===== config.mk =====
export PLATFORM = sky130hd
export DESIGN_NAME = dpl_state_align
export DESIGN_NICKNAME = d
export VERILOG_FILES = /design/src/hdl/dpl_pkg.sv /design/src/hdl/dpl_state_align.sv
export VERILOG_INCLUDE_DIRS = /design/src /design/src/hdl
export SDC_FILE = /design/constraint.sdc
export NUM_CORES = 1
export LEC_CHECK = 0
export BUFFER_PORTS_ARGS = -buffer_cell sky130_fd_sc_hd__buf_2
export CAP_MARGIN = 20
export CORE_ASPECT_RATIO = 0.8
export CORE_MARGIN = 2
export CORE_UTILIZATION = 30
export CTS_CLUSTER_SIZE = 16
export DETAILED_ROUTE_END_ITERATION = 8
export SETUP_SLACK_MARGIN = 0.5
export SLEW_MARGIN = 20
export SYNTH_ARGS = -nofsm -noshare
export SYNTH_HDL_FRONTEND = slang
export SYNTH_SLANG_ARGS = --single-unit

===== constraint.sdc =====
create_clock -name core_clk -period 5.3 [get_ports core_clk]
set_clock_uncertainty 0.1 [all_clocks]
set_input_delay 0.795 -clock core_clk [delete_from_list [all_inputs] [get_ports core_clk]]
set_output_delay 0.795 -clock core_clk [all_outputs]
set_load 0.05 [all_outputs]

===== src/hdl/dpl_regs.svh =====
// register offsets, field positions, reset values and timing counts
`ifndef DPL_REGS_SVH
`define DPL_REGS_SVH
// ----------------------------------------
// register byte offsets
// ----------------------------------------
`define DPL_CTRL_OFS     8'h00
`define DPL_BWREQ_OFS    8'h04
`define DPL_IVL_OFS      8'h08
`define DPL_MANHOLD_OFS  8'h0C
`define DPL_STATUS_OFS   8'h10
`define DPL_HOLDVAL_OFS  8'h14
// ----------------------------------------
// control fields
// ----------------------------------------
`define DPL_CTRL_MODE    2:0
`define DPL_CTRL_ADV     3
`define DPL_CTRL_FALL    4
`define DPL_CTRL_SYNC    5
`define DPL_CTRL_ALIGN   6
// operating mode codes
`define DPL_MODE_AUTO    3'h0
`define DPL_MODE_FLOCK   3'h1
`define DPL_MODE_FFREE   3'h2
`define DPL_MODE_FHOLD   3'h3
`define DPL_MODE_MHOLD   3'h4
// reset values
`define DPL_CTRL_RST     32'h0000_0000
`define DPL_BWREQ_RST    17'h1D8A8
`define DPL_IVL_RST      6'h01
// filter shift for the holdover post-filter
`define DPL_FILT_SH      4
// ----------------------------------------
// timing
// ----------------------------------------
`define DPL_CLK_NS       40
`define DPL_SEC_NS       1000000000
`define DPL_SEC_CYC      (`DPL_SEC_NS / `DPL_CLK_NS)
// axi answers
`define DPL_RESP_OK      2'h0
`define DPL_RESP_ERR     2'h2
`endif


===== src/hdl/dpl_pkg.sv =====
// types and the bandwidth quantiser of the dpll state and alignment block
package dpl_pkg;
  typedef enum logic [2:0] {
    FREERUN, LOCK_ACQ, LOCKED, HOLDOVER, LOCK_REC
  } dpl_state_e;
  typedef logic [23:0] dpl_off_t;
  typedef struct packed {
    dpl_state_e  st;
    logic [7:0]  awa;
    logic        awHave;
    logic [31:0] wd;
    logic [3:0]  ws;
    logic        wHave;
    logic        awRdy;
    logic        wRdy;
    logic        bVal;
    logic [1:0]  bResp;
    logic        arRdy;
    logic        rVal;
    logic [31:0] rData;
    logic [1:0]  rResp;
    logic [31:0] ctrl;
    logic [16:0] bwReq;
    logic [5:0]  ivl;
    dpl_off_t    manHold;
    logic [31:0] secCnt;
    logic [5:0]  ivlCnt;
    dpl_off_t    filt;
    dpl_off_t    hold0;
    dpl_off_t    hold1;
    dpl_off_t    lastOff;
    logic [3:0]  bwCode;
    logic        intLoad;
    dpl_off_t    intVal;
    logic        freeRun;
    logic        trackEn;
    logic        holdAct;
    logic [1:0]  frmSy;
    logic        frmPrev;
    logic [1:0]  clkSy;
    logic        clkPrev;
    logic        armed;
    logic        alignPulse;
  } dpl_state_s;
  // largest nominal bandwidth not above the request, code 0 below the second entry, in 0.1 Hz units
  function automatic logic [3:0] dpl_bw_quant(input logic [16:0] req);
    logic [16:0] tab [10];
    logic [3:0]  code;
    tab = '{17'h000B2, 17'h00164, 17'h002C8, 17'h003B0, 17'h0058C,
            17'h00B22, 17'h00D02, 17'h0164E, 17'h1BD50, 17'h1D8A8};
    code = 4'h0;
    for (int i = 1; i < 10; i++) begin
      if (req >= tab[i]) begin
        code = 4'(i);
      end
    end
    return code;
  endfunction
endpackage


===== src/hdl/dpl_state_align.sv =====
// dpll channel state control, holdover storage and frame/sync alignment
//
// The placing of the registers and the AXI4-Lite register port are this design's own decisions.
`timescale 1ns/1ns
`include "dpl_regs.svh"
module dpl_state_align #(
  parameter int SEC_CYC = `DPL_SEC_CYC
) (
  input  wire logic             core_clk,
  input  wire logic             reset,
  input  wire logic             ce,
  input  wire logic [7:0]       s_axi_awaddr,
  input  wire logic             s_axi_awvalid,
  output logic                  s_axi_awready,
  input  wire logic [31:0]      s_axi_wdata,
  input  wire logic [3:0]       s_axi_wstrb,
  input  wire logic             s_axi_wvalid,
  output logic                  s_axi_wready,
  output logic [1:0]            s_axi_bresp,
  output logic                  s_axi_bvalid,
  input  wire logic             s_axi_bready,
  input  wire logic [7:0]       s_axi_araddr,
  input  wire logic             s_axi_arvalid,
  output logic                  s_axi_arready,
  output logic [31:0]           s_axi_rdata,
  output logic [1:0]            s_axi_rresp,
  output logic                  s_axi_rvalid,
  input  wire logic             s_axi_rready,
  input  wire logic             anyQual,
  input  wire logic             selQual,
  input  wire logic             lockDet,
  input  wire logic             swDisq,
  input  wire logic             swRevert,
  input  wire logic             swForced,
  input  wire dpl_pkg::dpl_off_t freqOffset,
  input  wire logic             framePin,
  input  wire logic             assocClkPin,
  output dpl_pkg::dpl_state_e   dpllState,
  output logic                  freeRun,
  output logic                  trackEn,
  output logic                  holdAct,
  output logic [3:0]            bwCode,
  output logic                  intLoad,
  output dpl_pkg::dpl_off_t     intVal,
  output logic                  alignPulse
);
  import dpl_pkg::*;

  dpl_state_s r_r;
  dpl_state_s r_nxt;
  logic       refSwitch;
  logic       allGone;

  // byte-lane merge for axi writes
  function automatic logic [31:0] mrg(input logic [31:0] o, input logic [31:0] d,
                                      input logic [3:0] s);
    logic [31:0] v;
    v = o;
    for (int i = 0; i < 4; i++) begin
      if (s[i]) begin
        v[i*8 +: 8] = d[i*8 +: 8];
      end
    end
    return v;
  endfunction

  // ----------------------------------------
  // reference events
  // ----------------------------------------
  assign refSwitch = swDisq | swRevert | swForced;
  assign allGone   = !selQual && !anyQual;

  // ----------------------------------------
  // next-state logic
  // ----------------------------------------
  always_comb begin
    logic        tick;
    logic        refresh;
    logic [31:0] v;
    logic [2:0]  md;
    dpl_off_t    dlt;
    logic        frmEdge;
    logic        clkRise;
    tick    = 1'b0;
    refresh = 1'b0;
    v       = 32'h0000_0000;
    md      = r_r.ctrl[`DPL_CTRL_MODE];
    dlt     = 24'h00_0000;
    frmEdge = 1'b0;
    clkRise = 1'b0;
    r_nxt   = r_r;
    // axi write: address and data taken in either order
    if (s_axi_awvalid && r_r.awRdy) begin
      r_nxt.awHave = 1'b1;
      r_nxt.awa    = s_axi_awaddr;
    end
    if (s_axi_wvalid && r_r.wRdy) begin
      r_nxt.wHave = 1'b1;
      r_nxt.wd    = s_axi_wdata;
      r_nxt.ws    = s_axi_wstrb;
    end
    if (r_r.bVal && s_axi_bready) begin
      r_nxt.bVal = 1'b0;
    end
    if (r_r.awHave && r_r.wHave && !r_r.bVal) begin
      r_nxt.awHave = 1'b0;
      r_nxt.wHave  = 1'b0;
      r_nxt.bVal   = 1'b1;
      r_nxt.bResp  = `DPL_RESP_OK;
      case ({r_r.awa[7:2], 2'b00})
        `DPL_CTRL_OFS: r_nxt.ctrl = mrg(r_r.ctrl, r_r.wd, r_r.ws) & 32'h0000_007F;
        `DPL_BWREQ_OFS: begin
          v = mrg({15'h0000, r_r.bwReq}, r_r.wd, r_r.ws);
          r_nxt.bwReq = v[16:0];
        end
        `DPL_IVL_OFS: begin
          v = mrg({26'h000_0000, r_r.ivl}, r_r.wd, r_r.ws);
          r_nxt.ivl = v[5:0];
        end
        `DPL_MANHOLD_OFS: begin
          v = mrg({8'h00, r_r.manHold}, r_r.wd, r_r.ws);
          r_nxt.manHold = v[23:0];
        end
        `DPL_STATUS_OFS, `DPL_HOLDVAL_OFS: r_nxt.bResp = `DPL_RESP_OK;
        default: r_nxt.bResp = `DPL_RESP_ERR;
      endcase
    end
    r_nxt.awRdy = !r_nxt.awHave && !r_nxt.bVal;
    r_nxt.wRdy  = !r_nxt.wHave && !r_nxt.bVal;
    // axi read: one outstanding, answered the cycle after the address
    if (r_r.rVal && s_axi_rready) begin
      r_nxt.rVal = 1'b0;
    end
    if (s_axi_arvalid && r_r.arRdy) begin
      r_nxt.rVal  = 1'b1;
      r_nxt.rResp = `DPL_RESP_OK;
      case ({s_axi_araddr[7:2], 2'b00})
        `DPL_CTRL_OFS:    r_nxt.rData = r_r.ctrl;
        `DPL_BWREQ_OFS:   r_nxt.rData = {15'h0000, r_r.bwReq};
        `DPL_IVL_OFS:     r_nxt.rData = {26'h000_0000, r_r.ivl};
        `DPL_MANHOLD_OFS: r_nxt.rData = {8'h00, r_r.manHold};
        `DPL_STATUS_OFS:  r_nxt.rData = {24'h00_0000, r_r.bwCode, 1'b0, r_r.st};
        `DPL_HOLDVAL_OFS: r_nxt.rData = {8'h00, r_r.hold1};
        default: begin
          r_nxt.rData = 32'h0000_0000;
          r_nxt.rResp = `DPL_RESP_ERR;
        end
      endcase
    end
    r_nxt.arRdy = !r_nxt.rVal;
    // operating mode and automatic machine; loss of all references wins
    case (md)
      `DPL_MODE_FLOCK: r_nxt.st = LOCKED;
      `DPL_MODE_FFREE: r_nxt.st = FREERUN;
      `DPL_MODE_FHOLD, `DPL_MODE_MHOLD: r_nxt.st = HOLDOVER;
      default: begin
        case (r_r.st)
          FREERUN: if (anyQual && selQual) r_nxt.st = LOCK_ACQ;
          LOCK_ACQ: begin
            if (allGone) r_nxt.st = FREERUN;
            else if (lockDet) r_nxt.st = LOCKED;
            else r_nxt.st = LOCK_ACQ;
          end
          LOCKED: begin
            if (allGone) r_nxt.st = HOLDOVER;
            else if (refSwitch) r_nxt.st = LOCK_REC;
          end
          HOLDOVER: if (anyQual) r_nxt.st = LOCK_REC;
          LOCK_REC: begin
            if (allGone) r_nxt.st = HOLDOVER;
            else if (lockDet) r_nxt.st = LOCKED;
            else r_nxt.st = LOCK_REC;
          end
          default: r_nxt.st = FREERUN;
        endcase
      end
    endcase
    // loop steering outputs follow the new state; the bandwidth code follows the request register
    r_nxt.freeRun = r_nxt.st == FREERUN;
    r_nxt.trackEn = r_nxt.st == LOCKED || r_nxt.st == LOCK_ACQ
                    || r_nxt.st == LOCK_REC;
    r_nxt.holdAct = r_nxt.st == HOLDOVER;
    r_nxt.bwCode  = dpl_bw_quant(r_r.bwReq);
    // one-second timebase; a long count, so shortened by parameter in sims
    if (r_r.secCnt >= 32'(SEC_CYC - 1)) begin
      r_nxt.secCnt = 32'h0000_0000;
      tick         = 1'b1;
    end else begin
      r_nxt.secCnt = r_r.secCnt + 32'h0000_0001;
    end
    if (tick) begin
      r_nxt.ivlCnt = (r_r.ivlCnt >= r_r.ivl) ? 6'h00 : r_r.ivlCnt + 6'h01;
    end
    refresh = (r_r.ivl == 6'h00) || (tick && r_r.ivlCnt >= r_r.ivl);
    // post-filter and the two holdover stores update only while locked; free-run clears the filter
    if (r_r.st == LOCKED) begin
      dlt          = freqOffset - r_r.filt;
      r_nxt.filt   = r_r.filt + dpl_off_t'($signed(dlt) >>> `DPL_FILT_SH);
      r_nxt.lastOff = freqOffset;
      if (refresh) begin
        r_nxt.hold0 = r_r.filt;
        r_nxt.hold1 = r_r.hold0;
      end
    end else if (r_r.st == FREERUN) begin
      r_nxt.filt = 24'h00_0000;
    end
    // integrator load on holdover entry
    r_nxt.intLoad = r_nxt.st == HOLDOVER && r_r.st != HOLDOVER;
    if (r_nxt.intLoad) begin
      if (md == `DPL_MODE_MHOLD) r_nxt.intVal = r_r.manHold;
      else if (r_r.ctrl[`DPL_CTRL_ADV]) r_nxt.intVal = r_r.hold1;
      else r_nxt.intVal = r_r.lastOff;
    end
    // frame and sync alignment on synchronised pins
    r_nxt.frmSy   = {r_r.frmSy[0], framePin};
    r_nxt.clkSy   = {r_r.clkSy[0], assocClkPin};
    r_nxt.frmPrev = r_r.frmSy[1];
    r_nxt.clkPrev = r_r.clkSy[1];
    frmEdge = r_r.ctrl[`DPL_CTRL_FALL] ? (r_r.frmPrev && !r_r.frmSy[1])
                                       : (!r_r.frmPrev && r_r.frmSy[1]);
    clkRise = !r_r.clkPrev && r_r.clkSy[1];
    r_nxt.alignPulse = 1'b0;
    if (!r_r.ctrl[`DPL_CTRL_ALIGN]) begin
      r_nxt.armed = 1'b0;
    end else if (r_r.ctrl[`DPL_CTRL_SYNC]) begin
      r_nxt.armed      = 1'b0;
      r_nxt.alignPulse = frmEdge;
    end else if (frmEdge) begin
      r_nxt.armed = 1'b1;
    end else if (r_r.armed && clkRise) begin
      r_nxt.armed      = 1'b0;
      r_nxt.alignPulse = 1'b1;
    end
  end

  // ----------------------------------------
  // state register
  // ----------------------------------------
  always_ff @(posedge core_clk) begin
    if (reset) begin
      r_r        <= '0;
      r_r.st     <= FREERUN;
      r_r.ctrl   <= `DPL_CTRL_RST;
      r_r.bwReq  <= `DPL_BWREQ_RST;
      r_r.ivl    <= `DPL_IVL_RST;
      r_r.freeRun <= 1'b1;
      r_r.bwCode <= 4'h9;
    end else if (ce) begin
      r_r <= r_nxt;
    end
  end

  // outputs come straight from the state register
  assign s_axi_awready = r_r.awRdy;
  assign s_axi_wready  = r_r.wRdy;
  assign s_axi_bvalid  = r_r.bVal;
  assign s_axi_bresp   = r_r.bResp;
  assign s_axi_arready = r_r.arRdy;
  assign s_axi_rvalid  = r_r.rVal;
  assign s_axi_rdata   = r_r.rData;
  assign s_axi_rresp   = r_r.rResp;
  assign dpllState     = r_r.st;
  assign freeRun       = r_r.freeRun;
  assign trackEn       = r_r.trackEn;
  assign holdAct       = r_r.holdAct;
  assign bwCode        = r_r.bwCode;
  assign intLoad       = r_r.intLoad;
  assign intVal        = r_r.intVal;
  assign alignPulse    = r_r.alignPulse;

  logic autoM;
  assign autoM = r_r.ctrl[`DPL_CTRL_MODE] == `DPL_MODE_AUTO;
endmodule // dpl_state_align

Word-level counts from Yosys, hierarchy flattened
Cells that the tools add are included.
Cells by class
  add/sub/neg operators: 4
  multipliers: 0
  div/mod/pow operators: 0
  order comparisons: 11
  eq/ne operators: 24
  shifts and indexed selects: 0
  multiplexer cells: 44
  bitwise logic cells: 2
  reduce and logical (&&, ||, !) cells: 57
Operator list (count)
  24-bit case mux with 6 select lines: 1
  24-bit two-way mux: 4
  35-bit two-way mux: 1
  17-bit by 10-bit greater-or-equal comparator with 1-bit output (second input constant): 2
  17-bit by 12-bit greater-or-equal comparator with 1-bit output (second input constant): 2
  17-bit greater-or-equal comparator (second input constant): 2
  32-bit by 1-bit adder with 32-bit output (second input constant): 1
  32-bit by 25-bit greater-or-equal comparator with 1-bit output (second input constant): 1
  32-bit two-way mux: 1
  4-bit two-way mux: 8
  4-bit AND reduction: 8
  24-bit adder: 1
  6-bit by 2-bit equality test with 1-bit output (second input constant): 4
  6-bit by 3-bit equality test with 1-bit output (second input constant): 4
  24-bit subtractor: 1
  3-bit two-way mux: 7
  3-bit by 2-bit equality test with 1-bit output (second input constant): 6
  6-bit logical NOT: 3
  2-bit AND reduction: 9
  17-bit by 11-bit greater-or-equal comparator with 1-bit output (second input constant): 1
  17-bit by 13-bit greater-or-equal comparator with 1-bit output (second input constant): 1
  17-bit by 9-bit greater-or-equal comparator with 1-bit output (second input constant): 1
  1-bit logical AND: 17
  3-bit case mux with 5 select lines: 1
  19 further kinds: 55
Storage, ports and cells
  bits in registers: 309
  bits in latches: 0
  memory bits (writable): 0
  ROM bits: 0
  memories kept: 0

Logic depth before layout (Yosys ltp)
Gate-level depths: netlist of run 1.
  depth after elaboration: 10
  gate-level depth with buffers: 21

Worst setup path before layout of run 1
No wires, ideal clock.
  path type: input to register
  from: input port freqOffset[7]
  to: register r_r[135] in the netlist's numbering
  arrival time: 4644 ps
  slack: 432 ps
  stages: 20
  cells stage by stage: ha_1 > a211oi_1 > o21ai_0 > a2111oi_2 > o21a_1 > o21bai_1 > a21oi_1 > o21bai_1 > a21oi_1 > xnor2_1 > ha_1 > a21o_1 > a21o_1 > a21oi_1 > nor2b_1 > or3_1 > a31o_2 > nand2_1 > mux2i_1 > a2111o_1
Between the ends
  longest elaborated chain between the ends: 3
Ends and longest elaborated chain
  start: declaration: RTL line dpl_state_align.sv:35  | input wire dpl_pkg::dpl_off_t freqOffset,
  24-bit subtractor: RTL line dpl_state_align.sv:197  | dlt = freqOffset - r_r.filt;
  24-bit adder: RTL line dpl_state_align.sv:198  | r_nxt.filt = r_r.filt + dpl_off_t'($signed(dlt) >>> `DPL_FILT_SH);
  24-bit two-way mux: RTL line dpl_state_align.sv:196  | if (r_r.st == LOCKED) begin
  end signal: assignment: RTL line dpl_state_align.sv:249  | r_r <= r_nxt;
  end: declaration: RTL line dpl_state_align.sv:49  | dpl_state_s r_r;
No other way between the ends.
A chain may end at the register's enable or synchronous reset.

Worst setup path in the final report of run 1
  from: register r_r[119] in the netlist's numbering
  to: register r_r[135] in the netlist's numbering
Between the ends
  longest elaborated chain between the ends: 3
Ends and longest elaborated chain (RTL line)
  24-bit subtractor: dpl_state_align.sv:197
  24-bit adder (*): dpl_state_align.sv:198
  24-bit two-way mux (*): dpl_state_align.sv:196
Mark *: on every way between the ends. The rest lies on a longest branch, timed or not.

==> results of run 1 <==
-- kinds of logic (layout without fill, tap and decap cells) --
kind of cell | Yosys count | after routing | share of synthesized area
flops | 297 | 297 | 0.388
xor+xnor | 56 | 56 | 0.0320
simple gates | 645 | 645 | 0.194
fa+ha+maj | 55 | 55 | 0.0454
other cells | 1 | 11 | 0.000245
buf+inv | 223 | 293 | 0.0739
compound gates | 393 | 393 | 0.167
mux | 152 | 152 | 0.0995
-- layer usage --
metal | share of wire | vias to the layer above
met2 | 0.43 | 322
li1 | - | 6368
met1 | 0.49 | 6204
met4 | 0.025 | 0
met3 | 0.050 | 68
met5 | 0 | -
-- metrics by stage --
stage / cells / worst slack [ns] / instance area [sq um] / utilization
detailed placement: 2521 / 0.0773 / 16300 / 0.320
global placement: 2521 / -0.0203 / 16300 / 0.320
finish: 2586 / 0.722 / 17600 / 0.348
global route: 2585 / 0.500 / 17600 / 0.348
CTS: 2585 / 0.502 / 17500 / 0.345
floorplan: 1831 / 0.509 / 15400 / -
-- cells in the final DEF (no fill, tap or decap), types with 38 or more instances in the layout --
cell	n
sky130_fd_sc_hd__xnor2_1	38
sky130_fd_sc_hd__buf_2	144
sky130_fd_sc_hd__nor2_1	237
sky130_fd_sc_hd__a21oi_1	134
sky130_fd_sc_hd__nand2b_1	57
sky130_fd_sc_hd__ha_1	51
sky130_fd_sc_hd__nand2_1	196
sky130_fd_sc_hd__o21ai_0	64
sky130_fd_sc_hd__inv_1	50
sky130_fd_sc_hd__mux2i_1	150
sky130_fd_sc_hd__dfxtp_1	294
-- worst register-to-register path: stages (launching register included) --
cell                        delay, ns
sky130_fd_sc_hd__dfxtp_2         0.33
sky130_fd_sc_hd__inv_1           0.15
sky130_fd_sc_hd__ha_4            0.23
sky130_fd_sc_hd__a211oi_2        0.25
sky130_fd_sc_hd__o21ai_2         0.10
sky130_fd_sc_hd__a2111oi_2       0.31
sky130_fd_sc_hd__o21a_2          0.27
sky130_fd_sc_hd__nor3b_1         0.12
sky130_fd_sc_hd__or3_1           0.40
sky130_fd_sc_hd__a21o_1          0.23
sky130_fd_sc_hd__a21oi_1         0.18
sky130_fd_sc_hd__xnor2_1         0.15
sky130_fd_sc_hd__ha_1            0.33
sky130_fd_sc_hd__nor2b_1         0.18
sky130_fd_sc_hd__or3_4           0.38
sky130_fd_sc_hd__a31o_2          0.27
sky130_fd_sc_hd__nand2_1         0.06
sky130_fd_sc_hd__mux2i_1         0.07
sky130_fd_sc_hd__a2111o_1        0.34
-- Yosys cell counts, types with 16 or more instances --
master / instances / share of area
sky130_fd_sc_hd__nand2_1: 196 / 0.048
sky130_fd_sc_hd__a22oi_1: 19 / 0.0093
sky130_fd_sc_hd__xor2_1: 18 / 0.010
sky130_fd_sc_hd__buf_4: 67 / 0.033
sky130_fd_sc_hd__ha_1: 54 / 0.044
sky130_fd_sc_hd__xnor2_1: 38 / 0.022
sky130_fd_sc_hd__nor2_1: 237 / 0.058
sky130_fd_sc_hd__nor2b_1: 16 / 0.0065
sky130_fd_sc_hd__a21o_1: 35 / 0.017
sky130_fd_sc_hd__nor3_1: 28 / 0.0092
sky130_fd_sc_hd__o31ai_1: 24 / 0.012
sky130_fd_sc_hd__inv_1: 51 / 0.013
sky130_fd_sc_hd__clkbuf_1: 78 / 0.019
sky130_fd_sc_hd__nand2b_1: 58 / 0.024
sky130_fd_sc_hd__nand3_1: 27 / 0.0088
sky130_fd_sc_hd__mux2i_1: 150 / 0.098
sky130_fd_sc_hd__dfxtp_1: 297 / 0.39
sky130_fd_sc_hd__o21ai_0: 67 / 0.022
sky130_fd_sc_hd__and3_1: 18 / 0.0074
sky130_fd_sc_hd__a21oi_1: 141 / 0.046
-- flip-flops by register name, indices dropped and copies added, names as in the netlist --
name,flops
r_r,226
intVal,24
s_axi_rdata,24
bwCode,4
r_nxt,4
dpllState,3
alignPulse,1
freeRun,1
holdAct,1
intLoad,1
s_axi_arready,1
s_axi_awready,1
s_axi_bresp,1
s_axi_bvalid,1
s_axi_rresp,1
s_axi_rvalid,1
s_axi_wready,1
trackEn,1
-- power groups by stage --
stage	registers, uW	clock network [uW]	logic, uW
after detailed placement	2340	0	525
after floorplan	2340	0	367
final	2290	2620	542
after CTS	2290	2670	528
after global placement	2330	0	519
after global routing	2290	2760	595
-- cell type report --
type / count / area, sq um / share of cell area
Multi-Input combinational cell: 1311 / 8390 / 0.476
Sequential cell: 297 / 5950 / 0.337
Clock buffer: 45 / 1000 / 0.0570
Timing Repair Buffer: 178 / 982 / 0.0557
Tap cell: 684 / 856 / 0.0485
Clock inverter: 19 / 260 / 0.0148
Inverter: 51 / 191 / 0.0109
Antenna cell: 1 / 2.50 / 0.000142
-- repair_timing --
action	in CTS	in global routing
hold endpoints to repair	0	0
gates resized for setup	1	25
pin swaps	0	7
setup buffers	0	0
setup endpoints to repair	1	8
-- path summary, 6_finish.rpt --
path,startpoint,end,slack [ns],cells past startpoint
worst max-delay path,r_r[119]$_SDFFE_PP0P_,r_r[135]$_SDFFE_PP0P_,0.72,18
worst min register to register,s_axi_rdata[4]$_SDFFE_PP0P_,s_axi_rdata[4]$_SDFFE_PP0P_,0.35,2
worst max register to register,r_r[119]$_SDFFE_PP0P_,r_r[135]$_SDFFE_PP0P_,0.72,18
worst min-delay path,s_axi_rdata[4]$_SDFFE_PP0P_,s_axi_rdata[4]$_SDFFE_PP0P_,0.35,2
==> results.md, run 1 <==
* Post-CTS Hold Buffers at 0
* Growth of design area from synthesis to finish at 15.2%
* Post-DRT Antenna Nets at 0
* Buf/Inv on CP at 1
* Die span in x at around 260 um
* Ordered cell list for the critical path: inv_1, ha_4, a211oi_2, o21ai_2, a2111oi_2, o21a_2, nor3b_1, or3_1, a21o_1, a21oi_1, xnor2_1, ha_1, nor2b_1, or3_4, a31o_2, nand2_1, mux2i_1, a2111o_1
* Number of hold violations in the final report at 0
* Clock sinks at roughly 300
* Detailed-route DRC error count at 0
* Unique masters post-synth at a little under 80
* Critical Path RT at ~5.6 ns
* Worst Setup Start Kind: flip-flop
* Fmax achieved at between 0.2 and 0.25 GHz
* Power Internal at approximately 4100 uW
* Leakage power total at around 0.0067 uW
* Max Cap Violations at 0
* Combinational cell fraction of total power at 0.100
* Ratio of routed vias to standard cells at 5.01
* Worst-path cell with the longest stage delay: sky130_fd_sc_hd__or3_1
* Layout cell share with drive strength beyond 1 at 0.149
* Post-Synthesis Cell Area at 15300 sq um
* Met2 usage in global routing at 0.258
* Yosys synthesis warning count at 0
* Average routed wire per standard cell at 17.5 um
* Met1 Track Usage GR at 0.237
* Number of global-route vias before repair at 12200
* TritonRoute pass-1 iters at 6
* Detailed Place HPWL at ~33 mm
* Dominant synthesized flop cell: sky130_fd_sc_hd__dfxtp_1
* Port Buffer Count at 145
* Result of the run: finished clean
* Net count of the finished layout at 2021
* Met3 layer usage reported by global route at 0.0271
* Switching power at 1380 uW
* Synthesized area per cell at 8.40 sq um
* Accumulated negative setup slack at 0 ns
* Fraction of registers with async set/reset at 0
* I/O pin cnt at approximately 170
* Initial core utilization at 0.302
* Setup repair after global routing missed its margin: false
* Crit-path max FO at 5
* Count of flip-flops with a built-in enable after synthesis at 0
* Post-Synthesis Cells at 1822
* Total power after layout at 5440 uW
* Number of setup violations in the final report at 0
* Total Routed Length at 45.3 mm
* Global route overflow at 0
* Share of the cycle needed by the critical path after routing at 0.864
* Kind of critical path: reg2reg
* Die outline height at 206 um
* Num CTS Buffers at 35
* Hold slack at 0.352 ns
* Longest individual stage delay on the worst path at 0.40 ns
* Signal arrival time at the worst endpoint at 4.89 ns
* Standard cell core area at about 51000 sq um
* Seq/Total Area, Yosys at 0.388
* Portion of total power attributed to the clock network at 0.480
* Number of synthesized register bits at 297
* Switching Share at 0.254
* Pin count of the biggest net entering global routing at 110
* Count of filler cells inserted in the layout at about 5300
* Areal power density over the cells at 309 nW/um^2
* Tightest Pin Transition at 1.10 ns
* Total vias in the final route at 13000
* Tightest slew margin relative to the limit at 0.266
* Root buf cell: sky130_fd_sc_hd__clkbuf_16
* Top delay family on crit path: compound AO/OA/AOI/OAI gates
* Element type at the critical path end: flip-flop
* CTS tree: yes
* Number of H-tree branching levels at 2
* Worst-case clock buffer depth at 3
* Part of the total power dissipated in sequential elements at 0.420
* Worst hold path type: reg2reg
* CTS clk-pin slew, worst paths at about 0.06 ns
* Tmin final at between 4 and 5 ns
* Die area at between 50000 and 60000 sq um
* Most utilized layer in the global route result: met2
* GRT Util Overall at 0.166
* Pins over their slew limit at 0
* Initial antenna violation count at 1
* Worst skew pair latency at ~0.53 ns
* Placement Rows at 74
* Worst IR drop on VDD at 201 uV
* Number of DRC markers after the initial detailed-route iteration at 1080
* Routability Congestion at between 0.8 and 0.9
* Global-route wire length before repair at 69.6 mm
Power figures use the tool's default switching activity.
==> run 2: changes to the inputs <==
--- a/config.mk
+++ b/config.mk
@@ -9,7 +9,7 @@
 export BUFFER_PORTS_ARGS = -buffer_cell sky130_fd_sc_hd__buf_2
 export CAP_MARGIN = 20
 export CORE_ASPECT_RATIO = 0.8
-export CORE_MARGIN = 2
+export CORE_MARGIN = 5
 export CORE_UTILIZATION = 30
 export CTS_CLUSTER_SIZE = 16
 export DETAILED_ROUTE_END_ITERATION = 8
==> run 2 against run 1 <==
Maximum frequency up 0.54%. Flip-flop and latch count is the same. Non-clock buffer count decreased by 5. Routed wire length grew 1.7%. Sequential share of layout area up 0.39 points. Total power is 4.5% lower.
==> results.md, run 2 (synthesized netlist as in run 1, its figures left out) <==
* Element type at the critical path end: flip-flop
* Pins over their slew limit at 0 (unchanged)
* Portion of total power attributed to the clock network at 0.458 (-0.022)
* Number of flip-flops under the largest register name at 226 (unchanged)
* Switching power at 1320 uW (-4.8%)
* Setup slack of the worst register-to-register path at 0.75 ns (+0.02 ns)
* Die area at 55700 sq um (+5.3%)
* Accumulated negative setup slack at 0 ns (unchanged)
* Tmin final at 4.55 ns (-0.0246 ns)
* Global route overflow at 0 (unchanged)
* Hold path depth at 3 (+1)
* # diodes at 0 (-1)
* Met2 usage in global routing at 0.249 (-0.00937)
* Die span in x at 263 um (+2.3%)
* Hold EP: r_r[302]$_SDFFE_PP0P_
* Net count of the finished layout at 2012 (-0.45%)
* Power Internal at 3880 uW (-4.4%)
* Growth of design area from synthesis to finish at 13.8%
* Critical R2R Capture: r_r[135]$_SDFFE_PP0P_
* Detailed-route DRC error count at 0 (unchanged)
* Fmax achieved at 0.220 GHz (+0.54%)
* Result of the run: finished clean
* Switching Share at 0.253 (-0.000764)
* Detailed Place HPWL at 34.0 mm (+2.8%)
* Number of hold violations in the final report at 0 (unchanged)
* Met1 Track Usage GR at 0.226 (-0.0105)
* TritonRoute pass-1 iters at 5 (-1)
* Standard cell core area at 50800 sq um (+0.18%)
* Root buf cell: sky130_fd_sc_hd__clkbuf_16
* Hold slack at 0.350 ns (-0.00109 ns)
* Crit-path max FO at 4 (-1)
* Tightest Pin Transition at 1.17 ns (+0.0751 ns)
* Tightest slew margin relative to the limit at 0.215 (-0.0502)
* Clock sinks at 297 (unchanged)
* Average routed wire per standard cell at 17.9 um (+2.2%)
* Die outline height at 212 um (+2.9%)
* CTS clk-pin slew, worst paths at 0.06 ns (about the same)
* Largest reg by FF count: r_r
* I/O pin cnt at 169 (unchanged)
* Startpoint of the worst hold path: s_axi_wdata[3]
* Number of setup violations in the final report at 0 (unchanged)
* Number of global-route vias before repair at 12500 (+2.3%)
* Routability Congestion at 0.883 (+3.6%)
* Ratio of routed vias to standard cells at 5.02 (+0.16%)
* GRT Util Overall at 0.158 (-0.00840)
* Part of the total power dissipated in sequential elements at 0.440 (+0.020)
* Num CTS Buffers at 31 (-11%)
* Worst reg2reg startpoint: r_r[121]$_SDFFE_PP0P_
* Areal power density over the cells at 298 nW/um^2 (-3.4%)
* Worst hold path type: in2reg
* Setup repair after global routing missed its margin: false
* Signal arrival time at the worst endpoint at 4.90 ns (about the same)
* Placement Rows at 74 (unchanged)
* CTS tree: yes
* Worst-case clock buffer depth at 3 (unchanged)
* Worst skew pair latency at 0.58 ns (+0.05 ns)
* Most utilized layer in the global route result: met2
* Post-route cell area at 17400 sq um (-1.2%)
* Leakage power total at 0.00662 uW (-1.6%)
* Global-route wire length before repair at 71.3 mm (+2.5%)
* Share of the cycle needed by the critical path after routing at 0.859 (-0.00464)
* Most common cell after layout, fill and taps aside: sky130_fd_sc_hd__dfxtp_1
* Critical Path RT at 5.65 ns (+0.04 ns)
* Post-CTS Hold Buffers at 0 (unchanged)
* Port Buffer Count at 145 (unchanged)
* Post-DRT Antenna Nets at 0 (unchanged)
* Total Routed Length at 46.1 mm (+1.7%)
* Met3 layer usage reported by global route at 0.0295 (+0.00240)
* Layout cell share with drive strength beyond 1 at 0.142 (-0.00752)
* Initial antenna violation count at 0 (-1)
* Worst Setup Start Kind: flip-flop
* Most used cells in the layout excluding fill and tap cells: sky130_fd_sc_hd__dfxtp_1, sky130_fd_sc_hd__nor2_1, sky130_fd_sc_hd__nand2_1, sky130_fd_sc_hd__mux2i_1, sky130_fd_sc_hd__buf_2
* Worst IR drop on VDD at 260 uV (+29%)
* Max Cap Violations at 0 (unchanged)
* Initial core utilization at 0.301 (-0.000550)
* Pin count of the biggest net entering global routing at 90 (-18%)
* Instance area at placement at 16200 sq um (-0.25%)
* Worst r2r path cells at 21 (+3)
* Number of DRC markers after the initial detailed-route iteration at 830 (-23%)
* Combinational cell fraction of total power at 0.102 (+0.002)
* Total vias in the final route at 12900 (-0.34%)
* Number of H-tree branching levels at 1 (-1)
* Kind of critical path: reg2reg
## run 2: per-stage QoR
stage,total power (uW),util,instances,worst slack (ns)
CTS,5240,0.341,2572,0.529
floorplan,2700,-,1831,0.509
global placement,2840,0.319,2515,0.154
detailed placement,2850,0.319,2515,0.105
global route,5410,0.343,2573,0.488
finish,5200,0.343,2573,0.747
## run 2: what timing repair did
item,4_1_cts,5_1_grt
setup buffers,0,1
gates resized for setup,0,24
endpoints found under the setup margin,0,8
## run 2: final cells by class
class	instances	area, sq um
clock inverter	16	255
timing repair buffer	173	945
clock buffer	41	853
fill	5257	33400
sequential	297	5950
tap	684	856
inverter	51	191
multi-input combinational	1311	8390
## run 2: worst max path at each step
stage	start	cells after the start	end	slack, ns
after floorplan	freqOffset[7]	20	r_r[135]$_SDFFE_PP0P_	0.51
after global placement	freqOffset[7]	21	r_r[135]$_SDFFE_PP0P_	0.15
after detailed placement	freqOffset[7]	21	r_r[135]$_SDFFE_PP0P_	0.10
after CTS	r_r[114]$_SDFFE_PP0P_	22	r_r[135]$_SDFFE_PP0P_	0.53
after global routing	r_r[119]$_SDFFE_PP0P_	21	r_r[133]$_SDFFE_PP0P_	0.49
final	r_r[121]$_SDFFE_PP0P_	21	r_r[135]$_SDFFE_PP0P_	0.75
## run 2: power by group through the flow
stage	combinational (uW)	sequential, uW	clock, uW
floorplan	367	2340	0
detailed placement	514	2340	0
finish	531	2290	2380
global placement	506	2330	0
CTS	518	2290	2440
global route	586	2290	2530
## run 2: routing by layer
metal  vias to the layer above  routed length, um  share of wire
li1                       6325                  -              -
met1                      6223              22400           0.49
met2                       313              20000           0.43
met3                        57               2670          0.058
met4                         0               1010          0.022
met5                         -                  0              0
## run 2: critical path: stages, from the launching register on
cell	delay, ns
sky130_fd_sc_hd__dfxtp_1	0.41
sky130_fd_sc_hd__inv_1	0.11
sky130_fd_sc_hd__ha_1	0.33
sky130_fd_sc_hd__o21ai_1	0.11
sky130_fd_sc_hd__o21ai_2	0.10
sky130_fd_sc_hd__a2111oi_2	0.29
sky130_fd_sc_hd__o21a_2	0.26
sky130_fd_sc_hd__o21bai_2	0.11
sky130_fd_sc_hd__a21oi_2	0.23
sky130_fd_sc_hd__o21bai_2	0.10
sky130_fd_sc_hd__a21oi_2	0.14
sky130_fd_sc_hd__xnor2_1	0.13
sky130_fd_sc_hd__ha_1	0.25
sky130_fd_sc_hd__a21o_1	0.17
sky130_fd_sc_hd__a21o_1	0.19
sky130_fd_sc_hd__a21oi_2	0.17
sky130_fd_sc_hd__nor2b_1	0.08
sky130_fd_sc_hd__or3_4	0.38
sky130_fd_sc_hd__a31o_2	0.28
sky130_fd_sc_hd__nand2_1	0.06
sky130_fd_sc_hd__mux2i_1	0.07
sky130_fd_sc_hd__a2111o_1	0.35
==> run 3: changes to the inputs <==
--- a/config.mk
+++ b/config.mk
@@ -9,7 +9,7 @@
 export BUFFER_PORTS_ARGS = -buffer_cell sky130_fd_sc_hd__buf_2
 export CAP_MARGIN = 20
 export CORE_ASPECT_RATIO = 0.8
-export CORE_MARGIN = 5
+export CORE_MARGIN = 1.5
 export CORE_UTILIZATION = 30
 export CTS_CLUSTER_SIZE = 16
 export DETAILED_ROUTE_END_ITERATION = 8
==> constraint.sdc (replaced) <==
create_clock -name core_clk -period 5.5 [get_ports core_clk]
set_clock_uncertainty 0.1 [all_clocks]
set_input_delay 0.825 -clock core_clk [delete_from_list [all_inputs] [get_ports core_clk]]
set_output_delay 0.825 -clock core_clk [all_outputs]
set_load 0.05 [all_outputs]
==> run 3 against run 2 <==
Critical endpoint unchanged. Largest cell class unchanged. Die area down 5.9%. Global-route usage up 0.97 points. Maximum frequency down 3.4%. Largest power group unchanged. Highest routed layer unchanged.
==> results.md, run 3 (synthesized netlist as in run 1, its figures left out) <==
* Result of the run: finished clean
* Tightest Pin Transition at 1.11 ns (-0.0576 ns)
* Worst Setup Start Kind: flip-flop
* Worst hold path type: reg2reg
* Number of global-route vias before repair at 12400 (-0.82%)
* CTS clk-pin slew, worst paths at 0.07 ns (about the same)
* Accumulated negative setup slack at 0 ns (unchanged)
* Initial core utilization at 0.306 (+0.00468)
* Standard cell core area at 50100 sq um (-1.5%)
* Number of H-tree branching levels at 1 (unchanged)
* Number of hold violations in the final report at 0 (unchanged)
* Areal power density over the cells at 285 nW/um^2 (-4.4%)
* GRT Util Overall at 0.168 (+0.00971)
* Growth of design area from synthesis to finish at 13.5%
* Detailed Place HPWL at 33.0 mm (-2.8%)
* Num CTS Buffers at 31 (unchanged)
* Global-route wire length before repair at 69.8 mm (-2.2%)
* Switching power at 1270 uW (-3.7%)
* Kind of critical path: reg2reg
* Worst skew pair latency at 0.58 ns (about the same)
* Layout cell share with drive strength beyond 1 at 0.138 (-0.00385)
* Post-DRT Antenna Nets at 0 (unchanged)
* Clock sinks at 297 (unchanged)
* Ratio of routed vias to standard cells at 5.00 (-0.35%)
* I/O pin cnt at 169 (unchanged)
* Power Internal at 3690 uW (-5.0%)
* Part of the total power dissipated in sequential elements at 0.444 (+0.004)
* Combinational cell fraction of total power at 0.102 (about the same)
* Largest reg by FF count: r_r
* Placement Rows at 73 (-1.4%)
* Total vias in the final route at 12800 (-0.62%)
* Most used cells in the layout excluding fill and tap cells: sky130_fd_sc_hd__dfxtp_1, sky130_fd_sc_hd__nor2_1, sky130_fd_sc_hd__nand2_1, sky130_fd_sc_hd__mux2i_1, sky130_fd_sc_hd__buf_2
* Leakage power total at 0.00663 uW (+0.24%)
* Met1 Track Usage GR at 0.233 (+0.00709)
* Die area at 52400 sq um (-5.9%)
* Max Cap Violations at 0 (unchanged)
* Fmax achieved at 0.212 GHz (-3.4%)
* Signal arrival time at the worst endpoint at 5.06 ns (+0.16 ns)
* Total Routed Length at 45.1 mm (-2.1%)
* Share of the cycle needed by the critical path after routing at 0.857 (-0.00247)
* Element type at the critical path end: flip-flop
* Die span in x at 256 um (-2.7%)
* Global route overflow at 0 (unchanged)
* Critical Path RT at 5.85 ns (+0.20 ns)
* Detailed-route DRC error count at 0 (unchanged)
* Met3 layer usage reported by global route at 0.0307 (+0.00118)
* Most common cell after layout, fill and taps aside: sky130_fd_sc_hd__dfxtp_1
* Portion of total power attributed to the clock network at 0.453 (-0.005)
* Worst IR drop on VDD at 183 uV (-30%)
* Die outline height at 205 um (-3.3%)
* CTS tree: yes
* Total power after layout at 4960 uW (-4.7%)
* Number of DRC markers after the initial detailed-route iteration at 1016 (+22%)
* Tmin final at 4.71 ns (+0.158 ns)
* Worst-case clock buffer depth at 3 (unchanged)
* Most utilized layer in the global route result: met2
* Average routed wire per standard cell at 17.6 um (-1.9%)
* Routability Congestion at 0.871 (-1.3%)
* Setup repair after global routing missed its margin: false
* Met2 usage in global routing at 0.269 (+0.0206)
* Net count of the finished layout at 2013 (+0.050%)
* Number of flip-flops under the largest register name at 226 (unchanged)
* Initial antenna violation count at 0 (unchanged)
* Port Buffer Count at 145 (unchanged)
* # diodes at 0 (unchanged)
* Tightest slew margin relative to the limit at 0.254 (+0.0385)
* Pins over their slew limit at 0 (unchanged)
* Pin count of the biggest net entering global routing at 81 (-10%)
* TritonRoute pass-1 iters at 5 (unchanged)
* Number of setup violations in the final report at 0 (unchanged)
* Crit-path max FO at 5 (+1)
* Root buf cell: sky130_fd_sc_hd__clkbuf_16
* Switching Share at 0.256 (+0.00244)
* Setup slack of the worst register-to-register path at 0.79 ns (+0.04 ns)
* Post-Route Utilization at 0.347 (+0.00428)
run 3: cell count changes in the layout (fill, tap and decap cells not counted), sizes merged:
cell | before | now
bufinv | 6 | 3
clkbuf | 42 | 45
clkinv | 5 | 7
clkinvlp | 4 | 2
buf | 172 | 173
inv | 52 | 53
run 3: final timing paths:
kind / from / end / cells after the start
max reg2reg: r_r[121]$_SDFFE_PP0P_ / r_r[135]$_SDFFE_PP0P_ / 19
min: r_r[47]$_SDFFE_PP0P_ / r_r[47]$_SDFFE_PP0P_ / 2
min reg2reg: r_r[47]$_SDFFE_PP0P_ / r_r[47]$_SDFFE_PP0P_ / 2
max: r_r[121]$_SDFFE_PP0P_ / r_r[135]$_SDFFE_PP0P_ / 19
run 3: final cells by class:
class,count,area [sq um]
fillers,5319,32700
multi-input cells,1311,8350
flip-flops and latches,297,5950
repair buffers,174,952
clock buffers,44,935
well taps,675,845
inverters,51,191
clock inverters,14,168
run 3: per-layer routing:
metal	routed length, um	vias up
met5	0	-
met4	810	0
met3	2710	51
met2	20100	338
met1	21500	6110
li1	-	6339
run 3: metrics by stage:
stage	area, sq um	hold slack [ns]	worst slack, ns	instances
2_1_floorplan	15300	0.328	0.602	1831
3_3_place_gp	16200	0.335	0.164	2504
3_5_place_dp	16200	0.347	0.0961	2504
4_1_cts	17300	0.357	0.596	2562
5_1_grt	17400	0.377	0.494	2566
6_report	17400	0.355	0.788	2566
run 3: what timing repair did:
action,in CTS,in global routing
buffers inserted,0,2
gates resized for setup,0,13
endpoints found under the setup margin,0,7
hold endpoints to repair,0,0
hold buffers,0,0
run 3: power by group through the flow:
| stage | combinational (uW) | clock, uW | sequential [uW] |
|---|---|---|---|
| after floorplan | 353 | 0 | 2250 |
| after global placement | 490 | 0 | 2250 |
| after detailed placement | 495 | 0 | 2250 |
| after CTS | 497 | 2290 | 2200 |
| after global routing | 558 | 2390 | 2200 |
| final | 507 | 2250 | 2200 |
run 3: critical path, stage by stage (launching register included):
cell	delay [ns]
sky130_fd_sc_hd__dfxtp_1	0.42
sky130_fd_sc_hd__inv_1	0.10
sky130_fd_sc_hd__ha_1	0.32
sky130_fd_sc_hd__o21ai_1	0.09
sky130_fd_sc_hd__o21ai_1	0.13
sky130_fd_sc_hd__a2111oi_2	0.37
sky130_fd_sc_hd__o21a_1	0.24
sky130_fd_sc_hd__buf_4	0.14
sky130_fd_sc_hd__nor3b_1	0.07
sky130_fd_sc_hd__or3_1	0.41
sky130_fd_sc_hd__a21o_1	0.23
sky130_fd_sc_hd__a21oi_1	0.18
sky130_fd_sc_hd__xnor2_1	0.15
sky130_fd_sc_hd__ha_1	0.30
sky130_fd_sc_hd__nor2b_1	0.19
sky130_fd_sc_hd__or3_1	0.38
sky130_fd_sc_hd__a31o_2	0.29
sky130_fd_sc_hd__nand2_1	0.06
sky130_fd_sc_hd__mux2i_1	0.06
sky130_fd_sc_hd__a2111o_1	0.34
